[src/logic/psam_pkg.sv]
// constants of the pixel to sdram address map block
`default_nettype none
package psam_pkg;
   // =====================================================================
   // register byte offsets
   localparam logic [7:0]  OFS_CTRL        = 8'h00;
   localparam logic [7:0]  OFS_PIX_X       = 8'h04;
   localparam logic [7:0]  OFS_PIX_Y       = 8'h08;
   localparam logic [7:0]  OFS_LAYER       = 8'h0c;
   localparam logic [7:0]  OFS_RESULT      = 8'h10;
   localparam logic [7:0]  OFS_STATUS      = 8'h14;
   localparam logic [7:0]  OFS_DELAY_CFG   = 8'h18;
   localparam logic [7:0]  OFS_WIN_OFS     = 8'h1c;
   localparam logic [7:0]  OFS_WIN_SDRAM   = 8'h20;
   localparam logic [7:0]  OFS_WIN_SIZE    = 8'h24;
   localparam logic [7:0]  OFS_CS_BASE     = 8'h28;
   localparam logic [7:0]  OFS_FIELDS      = 8'h2c;
   localparam logic [7:0]  OFS_SDRAM_ADDR  = 8'h30;
   localparam logic [1:0]  TBL_START       = 2'h1;
   localparam logic [1:0]  TBL_WIDTH       = 2'h2;
   localparam logic [1:0]  TBL_FMT         = 2'h3;
   // =====================================================================
   // field positions
   localparam int          CTRL_START_BIT  = 0;
   localparam int          CTRL_HOST_BIT   = 1;
   localparam int          STAT_DONE_BIT   = 0;
   localparam int          STAT_OUTWIN_BIT = 1;
   localparam int          DLY_ADDR_LSB    = 6;
   localparam int          DLY_WDATA_LSB   = 4;
   localparam int          DLY_RDATA_LSB   = 2;
   localparam int          DLY_OE_LSB      = 0;
   localparam logic [31:0] START_MASK_4B   = 32'h007ff000;
   localparam logic [31:0] START_MASK_1B   = 32'h000ffc00;
   // =====================================================================
   // reset values
   localparam logic [7:0]  DELAY_CFG_RST   = 8'h00;
   localparam logic [31:0] CS_BASE_RST     = 32'h00000000;
   // =====================================================================
   // colour format codes
   localparam logic [3:0]  FMT_1BPP        = 4'h0;
   localparam logic [3:0]  FMT_2BPP        = 4'h1;
   localparam logic [3:0]  FMT_4BPP        = 4'h2;
   localparam logic [3:0]  FMT_8BPP        = 4'h3;
   localparam logic [3:0]  FMT_RGB555      = 4'h4;
   localparam logic [3:0]  FMT_RGB565      = 4'h5;
   localparam logic [3:0]  FMT_YUV422      = 4'h7;
   localparam logic [3:0]  FMT_YUV555      = 4'he;
   localparam logic [3:0]  FMT_YUV655      = 4'hf;
   // =====================================================================
   // tap delays: setting n picks tap of (n + 1) ns nominal
   localparam int          TAP_STEP_NS     = 1;
   localparam int          TAP_COUNT       = 4;
endpackage
`default_nettype wire

[src/logic/psam_addr_map.sv]
// combinational pixel coordinate to sdram and bus address conversion
`timescale 1ns/1ns
`default_nettype none
module psam_addr_map #(
   parameter bit FOUR_BANK = 1'b1
) (
   input  wire logic [13:0] pix_x,
   input  wire logic [13:0] pix_y,
   input  wire logic [13:0] width,
   input  wire logic [3:0]  fmt,
   input  wire logic [31:0] start,
   input  wire logic [31:0] cs_base,
   input  wire logic [31:0] win_ofs,
   input  wire logic [31:0] win_sd,
   input  wire logic        host_mode,
   output logic      [18:0] pix_off,
   output logic      [11:0] row_blocks,
   output logic      [20:0] row_addr,
   output logic      [1:0]  bank,
   output logic      [7:0]  col,
   output logic      [31:0] sdram_byte,
   output logic      [31:0] phys_addr,
   output logic      [31:0] access_addr
);
   logic [2:0]  shift;
   logic [18:0] line_bits;

   // =====================================================================
   // bits per pixel as a shift
   always_comb begin
      unique case (fmt)
         psam_pkg::FMT_1BPP:   shift = 3'h0;
         psam_pkg::FMT_2BPP:   shift = 3'h1;
         psam_pkg::FMT_4BPP:   shift = 3'h2;
         psam_pkg::FMT_8BPP:   shift = 3'h3;
         psam_pkg::FMT_RGB555,
         psam_pkg::FMT_RGB565,
         psam_pkg::FMT_YUV422,
         psam_pkg::FMT_YUV555,
         psam_pkg::FMT_YUV655: shift = 3'h4;
         default:              shift = 3'h5;
      endcase
   end

   assign line_bits = {5'h0, width} << shift;
   assign pix_off   = {5'h0, pix_x} << shift;
   assign col       = {pix_y[4:0], pix_off[7:5]};

   // =====================================================================
   // row block geometry per variant
   always_comb begin
      if (FOUR_BANK) begin
         // 16 words by 64 lines per block
         row_blocks = {2'h0, line_bits[18:9]}
                    + {11'h0, |line_bits[8:0]};
         row_addr   = 21'(pix_y[13:6] * row_blocks)
                    + {11'h0, pix_off[18:9]};
         bank       = {pix_y[5], pix_off[8]};
         sdram_byte = {row_addr[19:0], bank, col, 2'b00};
      end else begin
         // 8 words by 32 lines, single bank
         row_blocks = {1'b0, line_bits[18:8]} + {11'h0, |line_bits[7:0]};
         row_addr   = 21'(pix_y[13:5] * row_blocks)
                    + {10'h0, pix_off[18:8]};
         bank       = 2'b00;
         sdram_byte = {1'b0, row_addr, col, 2'b00};
      end
   end

   assign phys_addr   = start + sdram_byte;
   assign access_addr = host_mode ? phys_addr + cs_base + win_ofs - win_sd
                                  : phys_addr;
endmodule // psam_addr_map
`default_nettype wire

[src/logic/psam_tap_sel.sv]
// per group delay tap selection for the sdram pad clock chains
`timescale 1ns/1ns
`default_nettype none
module psam_tap_sel (
   input  wire logic        clk,
   input  wire logic        rst_n,
   input  wire logic [7:0]  delay_cfg,
   output logic      [15:0] tap_sel
);
   localparam int LSB[4] = '{psam_pkg::DLY_OE_LSB, psam_pkg::DLY_RDATA_LSB,
                             psam_pkg::DLY_WDATA_LSB, psam_pkg::DLY_ADDR_LSB};

   // =====================================================================
   // one-hot tap mux select; group g sits in tap_sel[4g+3:4g]
   genvar g;
   for (g = 0; g < 4; g++) begin : g_grp
      always_ff @(posedge clk or negedge rst_n) begin
         if (!rst_n) begin
            tap_sel[4*g +: 4] <= 4'h1;
         end else begin
            tap_sel[4*g +: 4] <= 4'h1 << delay_cfg[LSB[g] +: 2];
         end
      end
   end
endmodule // psam_tap_sel
`default_nettype wire

[src/logic/psam_top.sv]
// pixel to sdram address map with avalon register slave and pad delay taps
// Function
// - four-bank row blocks per line = line bits [18:9] plus one if [8:0] set
// - row address = Y[13:6] times row blocks plus pixel offset [18:9]
// - bank = {Y[5], pixel offset bit 8}
// - column = {Y[4:0], pixel offset [7:5]}, eight bits
// - byte address = {row, bank, column, 2'b00}
// - add the layer start offset to get the physical address
// - internal use as is; host adds chip base plus window minus sdram offset
// - single bank uses 8x32 blocks, four bank 16x64 blocks
// - four delay groups: address/command, write data, read sample, enable
// - each group picks one tap via a two-bit field of one byte
// - taps span about 1ns to 4ns in 1ns steps, rising with setting
// - single bank integrated variant has no delay logic
// - fields: address [7:6], write [5:4], read [3:2], enable [1:0]
//
// Design decisions made here: the register offsets and the Avalon-MM interface to the registers.
`timescale 1ns/1ns
`default_nettype none
module psam_top #(
   parameter bit FOUR_BANK = 1'b1
) (
   input  wire logic        CORE_CLK,
   input  wire logic        RESET_N,
   input  wire logic [7:0]  AVS_ADDRESS,
   input  wire logic        AVS_READ,
   input  wire logic        AVS_WRITE,
   input  wire logic [31:0] AVS_WRITEDATA,
   input  wire logic [3:0]  AVS_BYTEENABLE,
   output logic      [31:0] AVS_READDATA,
   output logic             AVS_WAITREQUEST,
   output logic      [31:0] PIX_ADDR,
   output logic             PIX_ADDR_VALID,
   output logic      [15:0] SDRAM_TAP_SEL
);
   // =====================================================================
   // declarations
   logic [31:0] layer_start_offset [16];
   logic [13:0] layer_width_pixels [16];
   logic [3:0]  layer_color_format [16];
   logic [13:0] pix_x_q;
   logic [13:0] pix_y_q;
   logic [3:0]  layer_q;
   logic        host_mode_q;
   logic        start_q;
   logic        done_q;
   logic        out_win_q;
   logic [7:0]  delay_cfg_q;
   logic [31:0] host_window_offset_q;
   logic [31:0] window_sdram_offset_q;
   logic [31:0] window_size_q;
   logic [31:0] cs_base_q;
   logic [31:0] result_q;
   logic [31:0] sdram_q;
   logic [20:0] ra_q;
   logic [1:0]  ba_q;
   logic [7:0]  ca_q;
   logic        wait_q;
   logic [31:0] rdata_d;
   logic        acc_rd;
   logic        acc_wr;
   logic [31:0] wmask;
   logic [18:0] pix_off;
   logic [11:0] row_blocks;
   logic [20:0] row_addr;
   logic [1:0]  bank;
   logic [7:0]  col;
   logic [31:0] sdram_byte;
   logic [31:0] phys_addr;
   logic [31:0] access_addr;
   logic [31:0] start_mask;

   // =====================================================================
   // avalon slave handshake: one wait state, then the access completes
   assign acc_rd = AVS_READ && !wait_q;
   assign acc_wr = AVS_WRITE && !wait_q;
   assign wmask  = {{8{AVS_BYTEENABLE[3]}}, {8{AVS_BYTEENABLE[2]}},
                    {8{AVS_BYTEENABLE[1]}}, {8{AVS_BYTEENABLE[0]}}};
   assign start_mask = FOUR_BANK ? psam_pkg::START_MASK_4B
                                 : psam_pkg::START_MASK_1B;

   always_ff @(posedge CORE_CLK or negedge RESET_N) begin
      if (!RESET_N) begin
         wait_q <= 1'b1;
      end else if ((AVS_READ || AVS_WRITE) && wait_q) begin
         wait_q <= 1'b0;
      end else begin
         wait_q <= 1'b1;
      end
   end
   assign AVS_WAITREQUEST = wait_q;

   // =====================================================================
   // read mux, captured in the wait cycle so data stand with the release
   always_comb begin
      rdata_d = 32'h0;
      if (AVS_ADDRESS[7:6] != 2'h0) begin
         unique case (AVS_ADDRESS[7:6])
            psam_pkg::TBL_START:
               rdata_d = layer_start_offset[AVS_ADDRESS[5:2]];
            psam_pkg::TBL_WIDTH:
               rdata_d = {18'h0, layer_width_pixels[AVS_ADDRESS[5:2]]};
            default:
               rdata_d = {28'h0, layer_color_format[AVS_ADDRESS[5:2]]};
         endcase
      end else begin
         case ({AVS_ADDRESS[7:2], 2'b00})
            psam_pkg::OFS_CTRL:      rdata_d = {30'h0, host_mode_q, 1'b0};
            psam_pkg::OFS_PIX_X:     rdata_d = {18'h0, pix_x_q};
            psam_pkg::OFS_PIX_Y:     rdata_d = {18'h0, pix_y_q};
            psam_pkg::OFS_LAYER:     rdata_d = {28'h0, layer_q};
            psam_pkg::OFS_RESULT:    rdata_d = result_q;
            psam_pkg::OFS_STATUS:    rdata_d = {30'h0, out_win_q, done_q};
            psam_pkg::OFS_DELAY_CFG: rdata_d = {24'h0, delay_cfg_q};
            psam_pkg::OFS_WIN_OFS:   rdata_d = host_window_offset_q;
            psam_pkg::OFS_WIN_SDRAM: rdata_d = window_sdram_offset_q;
            psam_pkg::OFS_WIN_SIZE:  rdata_d = window_size_q;
            psam_pkg::OFS_CS_BASE:   rdata_d = cs_base_q;
            psam_pkg::OFS_FIELDS:
               rdata_d = {ra_q, ba_q, ca_q, 1'b0};
            psam_pkg::OFS_SDRAM_ADDR: rdata_d = sdram_q;
            default:                 rdata_d = 32'h0;
         endcase
      end
   end

   always_ff @(posedge CORE_CLK or negedge RESET_N) begin
      if (!RESET_N) begin
         AVS_READDATA <= 32'h0;
      end else if (AVS_READ && wait_q) begin
         AVS_READDATA <= rdata_d;
      end
   end

   // =====================================================================
   // layer tables, one entry per layer
   genvar i;
   for (i = 0; i < 16; i++) begin : g_layer
      always_ff @(posedge CORE_CLK or negedge RESET_N) begin
         if (!RESET_N) begin
            layer_start_offset[i] <= 32'h0;
            layer_width_pixels[i] <= 14'h0;
            layer_color_format[i] <= 4'h0;
         end else if (acc_wr && AVS_ADDRESS[5:2] == 4'(i)) begin
            // only the row bits of a start offset are kept
            if (AVS_ADDRESS[7:6] == psam_pkg::TBL_START) begin
               layer_start_offset[i] <= ((layer_start_offset[i] & ~wmask)
                  | (AVS_WRITEDATA & wmask)) & start_mask;
            end
            if (AVS_ADDRESS[7:6] == psam_pkg::TBL_WIDTH) begin
               layer_width_pixels[i] <= 14'((layer_width_pixels[i]
                  & ~wmask[13:0]) | (AVS_WRITEDATA[13:0] & wmask[13:0]));
            end
            if (AVS_ADDRESS[7:6] == psam_pkg::TBL_FMT && AVS_BYTEENABLE[0]) begin
               layer_color_format[i] <= AVS_WRITEDATA[3:0];
            end
         end
      end
   end

   // =====================================================================
   // request and window registers
   always_ff @(posedge CORE_CLK or negedge RESET_N) begin
      if (!RESET_N) begin
         pix_x_q               <= 14'h0;
         pix_y_q               <= 14'h0;
         layer_q               <= 4'h0;
         host_mode_q           <= 1'b0;
         delay_cfg_q           <= psam_pkg::DELAY_CFG_RST;
         host_window_offset_q  <= 32'h0;
         window_sdram_offset_q <= 32'h0;
         window_size_q         <= 32'h0;
         cs_base_q             <= psam_pkg::CS_BASE_RST;
      end else if (acc_wr && AVS_ADDRESS[7:6] == 2'h0) begin
         case ({AVS_ADDRESS[7:2], 2'b00})
            psam_pkg::OFS_CTRL: begin
               if (AVS_BYTEENABLE[0]) begin
                  host_mode_q <= AVS_WRITEDATA[psam_pkg::CTRL_HOST_BIT];
               end
            end
            psam_pkg::OFS_PIX_X: begin
               pix_x_q <= 14'((pix_x_q & ~wmask[13:0])
                  | (AVS_WRITEDATA[13:0] & wmask[13:0]));
            end
            psam_pkg::OFS_PIX_Y: begin
               pix_y_q <= 14'((pix_y_q & ~wmask[13:0])
                  | (AVS_WRITEDATA[13:0] & wmask[13:0]));
            end
            psam_pkg::OFS_LAYER: begin
               if (AVS_BYTEENABLE[0]) begin
                  layer_q <= AVS_WRITEDATA[3:0];
               end
            end
            psam_pkg::OFS_DELAY_CFG: begin
               if (AVS_BYTEENABLE[0]) begin
                  delay_cfg_q <= AVS_WRITEDATA[7:0];
               end
            end
            psam_pkg::OFS_WIN_OFS: begin
               host_window_offset_q <= (host_window_offset_q & ~wmask)
                  | (AVS_WRITEDATA & wmask);
            end
            psam_pkg::OFS_WIN_SDRAM: begin
               window_sdram_offset_q <= (window_sdram_offset_q & ~wmask)
                  | (AVS_WRITEDATA & wmask);
            end
            psam_pkg::OFS_WIN_SIZE: begin
               window_size_q <= (window_size_q & ~wmask)
                  | (AVS_WRITEDATA & wmask);
            end
            psam_pkg::OFS_CS_BASE: begin
               cs_base_q <= (cs_base_q & ~wmask) | (AVS_WRITEDATA & wmask);
            end
            default: begin
            end
         endcase
      end
   end

   // start pulse from a control write
   always_ff @(posedge CORE_CLK or negedge RESET_N) begin
      if (!RESET_N) begin
         start_q <= 1'b0;
      end else begin
         start_q <= acc_wr && {AVS_ADDRESS[7:2], 2'b00} == psam_pkg::OFS_CTRL
                    && AVS_BYTEENABLE[0]
                    && AVS_WRITEDATA[psam_pkg::CTRL_START_BIT];
      end
   end

   // =====================================================================
   // conversion datapath
   psam_addr_map #(
      .FOUR_BANK (FOUR_BANK)
   ) u_map (
      .pix_x       (pix_x_q),
      .pix_y       (pix_y_q),
      .width       (layer_width_pixels[layer_q]),
      .fmt         (layer_color_format[layer_q]),
      .start       (layer_start_offset[layer_q]),
      .cs_base     (cs_base_q),
      .win_ofs     (host_window_offset_q),
      .win_sd      (window_sdram_offset_q),
      .host_mode   (host_mode_q),
      .pix_off     (pix_off),
      .row_blocks  (row_blocks),
      .row_addr    (row_addr),
      .bank        (bank),
      .col         (col),
      .sdram_byte  (sdram_byte),
      .phys_addr   (phys_addr),
      .access_addr (access_addr)
   );

   // result capture; a new start clears done, the capture edge sets it
   always_ff @(posedge CORE_CLK or negedge RESET_N) begin
      if (!RESET_N) begin
         result_q  <= 32'h0;
         sdram_q   <= 32'h0;
         ra_q      <= 21'h0;
         ba_q      <= 2'h0;
         ca_q      <= 8'h0;
         done_q    <= 1'b0;
         out_win_q <= 1'b0;
      end else if (start_q) begin
         result_q  <= access_addr;
         sdram_q   <= sdram_byte;
         ra_q      <= row_addr;
         ba_q      <= bank;
         ca_q      <= col;
         done_q    <= 1'b1;
         // host view only reaches pixels inside the mapped window
         out_win_q <= host_mode_q && (phys_addr < window_sdram_offset_q
            || phys_addr >= window_sdram_offset_q + window_size_q);
      end else if (acc_wr && {AVS_ADDRESS[7:2], 2'b00} == psam_pkg::OFS_CTRL
                   && AVS_BYTEENABLE[0]
                   && AVS_WRITEDATA[psam_pkg::CTRL_START_BIT]) begin
         done_q <= 1'b0;
      end
   end

   always_ff @(posedge CORE_CLK or negedge RESET_N) begin
      if (!RESET_N) begin
         PIX_ADDR       <= 32'h0;
         PIX_ADDR_VALID <= 1'b0;
      end else begin
         PIX_ADDR_VALID <= start_q;
         if (start_q) begin
            PIX_ADDR <= access_addr;
         end
      end
   end

   // =====================================================================
   // pad delay taps exist only with the external port
   if (FOUR_BANK) begin : g_taps
      psam_tap_sel u_taps (
         .clk       (CORE_CLK),
         .rst_n     (RESET_N),
         .delay_cfg (delay_cfg_q),
         .tap_sel   (SDRAM_TAP_SEL)
      );
   end else begin : g_no_taps
      always_ff @(posedge CORE_CLK or negedge RESET_N) begin
         if (!RESET_N) begin
            SDRAM_TAP_SEL <= 16'h0;
         end else begin
            SDRAM_TAP_SEL <= 16'h0;
         end
      end
   end
endmodule // psam_top
`default_nettype wire

[config.mk]
export PLATFORM = sky130hd
export DESIGN_NAME = psam_top
export DESIGN_NICKNAME = d
export VERILOG_FILES = /design/src/logic/psam_pkg.sv /design/src/logic/psam_addr_map.sv /design/src/logic/psam_tap_sel.sv /design/src/logic/psam_top.sv
export SDC_FILE = /design/constraint.sdc
export NUM_CORES = 2
export LEC_CHECK = 0
export ABC_AREA = 1
export ABC_CLOCK_PERIOD_IN_PS = 30000
export BUFFER_PORTS_ARGS = -buffer_cell sky130_fd_sc_hd__buf_4
export CAP_MARGIN = 10
export CORE_ASPECT_RATIO = 0.9
export CORE_MARGIN = 2
export CORE_UTILIZATION = 41
export DETAILED_ROUTE_END_ITERATION = 12
export PLACE_DENSITY_LB_ADDON = 0.1
export SKIP_CTS_REPAIR_TIMING = 1
export SLEW_MARGIN = 20
export SYNTH_ARGS = -nofsm -noshare
export SYNTH_HDL_FRONTEND = slang
export SYNTH_HIERARCHICAL = 1
export SYNTH_SLANG_ARGS = --single-unit
[constraint.sdc]
create_clock -name CORE_CLK -period 30 [get_ports CORE_CLK]
set_input_delay 6 -clock CORE_CLK [delete_from_list [all_inputs] [get_ports CORE_CLK]]
set_output_delay 6 -clock CORE_CLK [all_outputs]
set_load 0.1 [all_outputs]
* Yosys cells after proc, flatten, opt, wreduce, memory -nomap -nowiden *
Memory sizes are Yosys's and may differ from the RTL's.
Cells that the tools add are included.

word-level totals
  memories kept = 1
  memory bits (read-only) = 48
  output and inout bits = 82
  logic and storage cells = 319
  memory bits (writable) = 0
  bits of input ports = 48
  bits in latches = 0
  register bits = 779

operators by class
  mux-type cells = 25
  $add $sub $neg = 7
  magnitude comparators = 4
  div/mod/pow operators = 0
  bitwise logic cells = 82
  equality and inequality tests = 30
  multipliers = 1
  reduce and logical (&&, ||, !) cells = 91
  shifts and indexed selects = 6

memory list
  memory            words  width  read ports  clocked after Yosys merged registers in  wr ports  line                 text
  (name not given)  16     3      1           0                                        0         psam_addr_map.sv:31  unique case (fmt)

operators by type and width
  kind                                                                   number
  32-bit one-hot mux with 13 select lines                                1
  23-bit bitwise AND                                                     16
  23-bit bitwise OR                                                      16
  14-bit bitwise AND                                                     19
  32-bit binary-select mux with 4-bit select                             2
  14-bit bitwise OR                                                      18
  32-bit 2-to-1 mux                                                      6
  32-bit bitwise AND                                                     5
  32-bit adder                                                           4
  32-bit bitwise OR                                                      4
  14-bit binary-select mux with 4-bit select                             2
  2-bit AND reduction                                                    54
  32-bit one-hot mux with 2 select lines                                 1
  14-bit 2-to-1 mux                                                      4
  14-bit by 3-bit << shifter with 19-bit output                          2
  4-bit binary-select mux with 4-bit select                              2
  4-bit equality test, second input constant                             8
  32-bit >= comparator                                                   1
  32-bit < comparator                                                    1
  32-bit NOT                                                             1
  32-bit subtractor                                                      1
  6-bit by 4-bit equality test with 1-bit output, second input constant  5
  1-bit logical AND                                                      25
  6-bit by 3-bit equality test with 1-bit output, second input constant  4
  24 further kinds                                                       44

* Logic depth before layout (Yosys ltp) *
An unclocked memory read counts as a cell.

  depth in word-level cells = 15
  mapped depth = 72
  gate-level depth less buffers = 69

* Modules after synthesis *
Netlist, hierarchy kept.

modules (own cells, without submodules)
  module         seq. area each (sq um)  instances  area each (sq um)  cells an instance
  psam_top       19144.6                 1          40551.4            5291
  psam_addr_map  0.0                     1          10239.8            1584
  psam_tap_sel   405.4                   1          510.5              44

* Worst setup path after synthesis *
OpenSTA, ideal clock, no wires.

  path type = reg2reg
  from = reg layer_q[0]
  to = reg result_q[30]
  path slack = 19.547 ns
  stages on the path, launching flop included = 68
  path buffers = 4
  arrival = 10.318 ns
  required time = 29.865 ns
  setup time = 0.135 ns
  clock period less this slack = 10.453 ns
  path through = dfrtp_1 -> inv_1 -> buf_2 -> clkbuf_1 -> clkbuf_1 -> nor2_1 -> o22ai_1 -> o221ai_1 -> nand2_1 -> inv_1 -> nand2_1 -> nand3_1 -> nand2_2 -> clkbuf_1 -> nand2_1 -> o21ai_0 -> inv_1 -> o2111ai_1 -> (+32 left out) -> o21ai_0 -> a21oi_1 -> or2_2 -> nand2_1 -> fa_1 -> fa_1 -> inv_1 -> ha_1 -> inv_1 -> nor3_1 -> and3_1 -> nand2_1 -> nand2_1 -> nand2_1 -> nand3_1 -> o21ai_0 -> nand2_1 -> o21ai_0

between the ends
  longest elaborated chain between the ends = 15
  elaborated cells on any way between the ends = 22
  those cells by class = add/sub: 6; mul: 1; shift: 2; mux: 10; bitwise: 1; reduce/logical: 1; memory: 1

RTL lines
  what                                                   line                              text
  start: declaration                                     psam_top.sv:43                    logic [3:0] layer_q;
  start signal: assignment                               psam_top.sv:191                   layer_q <= AVS_WRITEDATA[3:0];
  4-bit NOT with 5-bit output (implied by the code) (*)  psam_top.sv:238, psam_top.sv:239
  4-bit binary-select mux with 4-bit select              psam_top.sv:239                   .fmt (layer_color_format[layer_q]),
  4-bit 2-to-1 mux (implied by the code) (2 in series)   psam_top.sv:239
  memory 16 x 3 bit                                      --
  14-bit by 3-bit << shifter with 19-bit output (*)      psam_addr_map.sv:45               assign line_bits = {5'h0, width} << shift;
  9-bit OR reduction                                     psam_addr_map.sv:55               + {11'h0, |line_bits[8:0]};
  10-bit by 1-bit adder with 11-bit output (*)           psam_addr_map.sv:55
  via row_blocks[4]                                      psam_top.sv:64                    logic [11:0] row_blocks;
  8-bit by 12-bit multiplier with 20-bit output (*)      psam_addr_map.sv:56               row_addr = 21'(pix_y[13:6] * row_blocks)
  20-bit by 10-bit adder with 21-bit output (*)          psam_addr_map.sv:57               + {11'h0, pix_off[18:9]};
  via row_addr[16]                                       psam_top.sv:65                    logic [20:0] row_addr;
  32-bit adder (*)                                       psam_addr_map.sv:70               assign phys_addr = start + sdram_byte;
  32-bit adder (2 in series)                             psam_addr_map.sv:71               assign access_addr = host_mode ? phys_addr + cs_base + win_ofs - win_sd
  32-bit subtractor                                      psam_addr_map.sv:71
  32-bit 2-to-1 mux (*)                                  psam_addr_map.sv:71
  via access_addr[30]                                    psam_top.sv:70                    logic [31:0] access_addr;
  end signal: assignment                                 psam_top.sv:266                   result_q <= access_addr;
  end: declaration                                       psam_top.sv:53                    logic [31:0] result_q;

The timed path passes the listed nets; every way through them passes the cells marked *. The select of a mux whose other input is x is not followed.
A chain may end at the register's enable or synchronous reset.

* Worst setup path after layout *
  from = reg layer_q[0]
  to = reg result_q[23]

between the ends
  longest elaborated chain between the ends = 15
  elaborated cells on any way between the ends = 22
  those cells by class = add/sub: 6; mul: 1; shift: 2; mux: 10; bitwise: 1; reduce/logical: 1; memory: 1

RTL lines
  what                                                   line                              text
  4-bit NOT with 5-bit output (implied by the code) (*)  psam_top.sv:238, psam_top.sv:239
  4-bit binary-select mux with 4-bit select              psam_top.sv:239
  4-bit 2-to-1 mux (implied by the code) (2 in series)   psam_top.sv:239
  memory 16 x 3 bit                                      --
  14-bit by 3-bit << shifter with 19-bit output          psam_addr_map.sv:45
  9-bit OR reduction                                     psam_addr_map.sv:55
  10-bit by 1-bit adder with 11-bit output               psam_addr_map.sv:55
  8-bit by 12-bit multiplier with 20-bit output          psam_addr_map.sv:56
  20-bit by 10-bit adder with 21-bit output (*)          psam_addr_map.sv:57
  via row_addr[7]                                        psam_top.sv:65
  32-bit adder (*)                                       psam_addr_map.sv:70
  via phys_addr[20]                                      psam_top.sv:69                    logic [31:0] phys_addr;
  32-bit adder (*) (2 in series)                         psam_addr_map.sv:71
  32-bit subtractor (*)                                  psam_addr_map.sv:71
  32-bit 2-to-1 mux (*)                                  psam_addr_map.sv:71
  via access_addr[23]                                    psam_top.sv:70

Marks and branches as above.

==> flow_summary.yaml <==
setup_path:
  critical_path.slowest_cell: "xor2_1"
  critPathArrivalTime_ps: 15280
  worstPathRequired_ps: 30540
  crit_fanout: 53
  slowest_delay_ps: 880
  start_kind: "flop"
  critPathKind: "reg -> reg"
  crit_path_frequent_cell: "nand2_1"
  setup.worst_path.end_class: "flop"
place:
  dp_cells: 8332
  port_buffers: 127
  routabilityCongestion: 0.991
  dpl.hpwl_um: 142000
timing:
  rsz0062_at_grt: "false"
  max_freq_ghz: 0.0679
  tightest_slew_ps: 1320
  tns_ps: 0
  fin_crit_sh: 0.491
  final_hold_viol_count: 0
  skew_ps: 48.1
  final_max_slew_viol_count: 0
  finalSetupViolCount: 0
  relSlewSlack: 0.117
  post-route-min-period_ps: 14730
clocking:
  cts_root_buffer: "clkbuf_16"
  clkSlewWorstSetupHoldPaths_ps: 60
  cts.sinks: 781
  clk_latency_ps: 730
  numCtsBuffers: 91
  clock_path_buffers: 3
  cts_tree: "yes"
  htreeDepth: 3
layout:
  nets: 7193
  layout.cells.non_filler: 8500
  drive_above_1_share: 0.0653
  area_delta_synth_final_pct: 9.88
floorplanning:
  fp.coreArea_um2: 123000
  rows: 122
  initial_core_util: 0.415
  fp.dieH_um: 339
  die_area_um2: 128000
  die_x_um: 377
  ioPinCount: 130
routing:
  drc_errors: 0
  via_per_inst: 5.70
  ant_nets: 0
  vias: 48500
  dr.first_iter.drc_count: 5532
  wl_per_cell_um: 23.5
  drtPass1Iterations: 6
  drt-total-wl_um: 199000
power_and_ir_drop:
  leakagePower_nw: 26.3
  powerDensity_nw_per_um2: 55.5
  vdd_ir_drop_max_mv: 0.0451
global_route:
  antenna_found_initial: 8
  grt_pass1_wl_um: 299000
  grt_max_degree: 121
  first_global_vias: 45300
  grt-ovfl-total: 0
  grt_usage: 0.309
status:
  outcome: "finished clean"
synthesis:
  yosysWarningCount: 6
  synth_cells: 6901
  syn-cell-area_um2: 51200
  syn_avg_cell_area_um2: 7.42
run:
  maxCapViolations: 0
hold_path:
  hold_class: "reg -> reg"
## final timing paths
kind | slack [ps] | endpoint | depth (start not counted) | startpoint
setup / recovery | 15270 | result_q[23] | 49 | layer_q[0]
hold / removal | 470 | sdram_q[4] | 2 | sdram_q[4]
setup reg to reg | 15270 | result_q[23] | 49 | layer_q[0]
hold reg to reg | 470 | sdram_q[4] | 2 | sdram_q[4]
max in group asynchronous | 21850 | async pin | 4 | RESET_N
min in group asynchronous | 5260 | async pin | 1 | RESET_N
## cells in the final DEF, fill, tap and decap left out, drive strengths merged, types with 28 or more instances in the layout
cell type,n
nand4,69
buf,188
inv,643
a21oi,275
conb,28
ha,204
nor2,447
o211ai,38
nand3,272
xnor2,41
xor2,31
o221ai,69
o22ai,53
nand2,2011
fa,128
a22oi,130
o21ai,1170
nor3,31
dfrtp,776
clkbuf,137
## power breakdown
| group | switching (mW) | total (mW) | leakage [nW] | internal, mW |
|---|---|---|---|---|
| combinational | 0.558 | 0.792 | 14.2 | 0.233 |
| clock | 0.494 | 1.19 | 1.54 | 0.698 |
| sequential | 0.0403 | 1.14 | 10.5 | 1.10 |
## layer usage
| layer | wire length [µm] | vias up | track usage |
|---|---|---|---|
| met5 | 41 | - | 0 |
| met4 | 6170 | 6 | 0.0911 |
| met3 | 17000 | 305 | 0.0615 |
| met2 | 83800 | 1975 | 0.448 |
| met1 | 92300 | 23600 | 0.463 |
| li1 | - | 22600 | - |
## worst max-delay path: cells and delay by family (launching register included)
kind	cells	cell delay (ps)
adders and majority gates	11	4890
and+or+nand+nor	17	3120
AOI/OAI and AO/OA	13	2310
buffers and inverters	6	1760
xor gates and xnor gates	2	1550
DFF	1	850
## through the flow
stage	power, mW	utilization	setup slack, ps	area (µm²)	hold WS (ps)
after floorplan	1.66	-	19570	51300	423
after global placement	1.92	0.430	15590	53100	454
after detailed placement	1.92	0.430	15620	53100	459
after CTS	3.12	0.455	15610	56200	474
after global routing	3.26	0.456	14410	56300	488
final	3.12	0.456	15270	56300	473
## area by class of cell
class                      count  area (µm²)
inverter                     644        2420
clock buffer                 137        2680
fill                       12600       67200
tap                         1612        2020
timing repair buffer         188        1430
multi-input combinational   5107       27700
clock inverter                30         473
antenna                        1        2.50
sequential                   781       19600
Note: power is estimated with default switching activity, not from simulation.
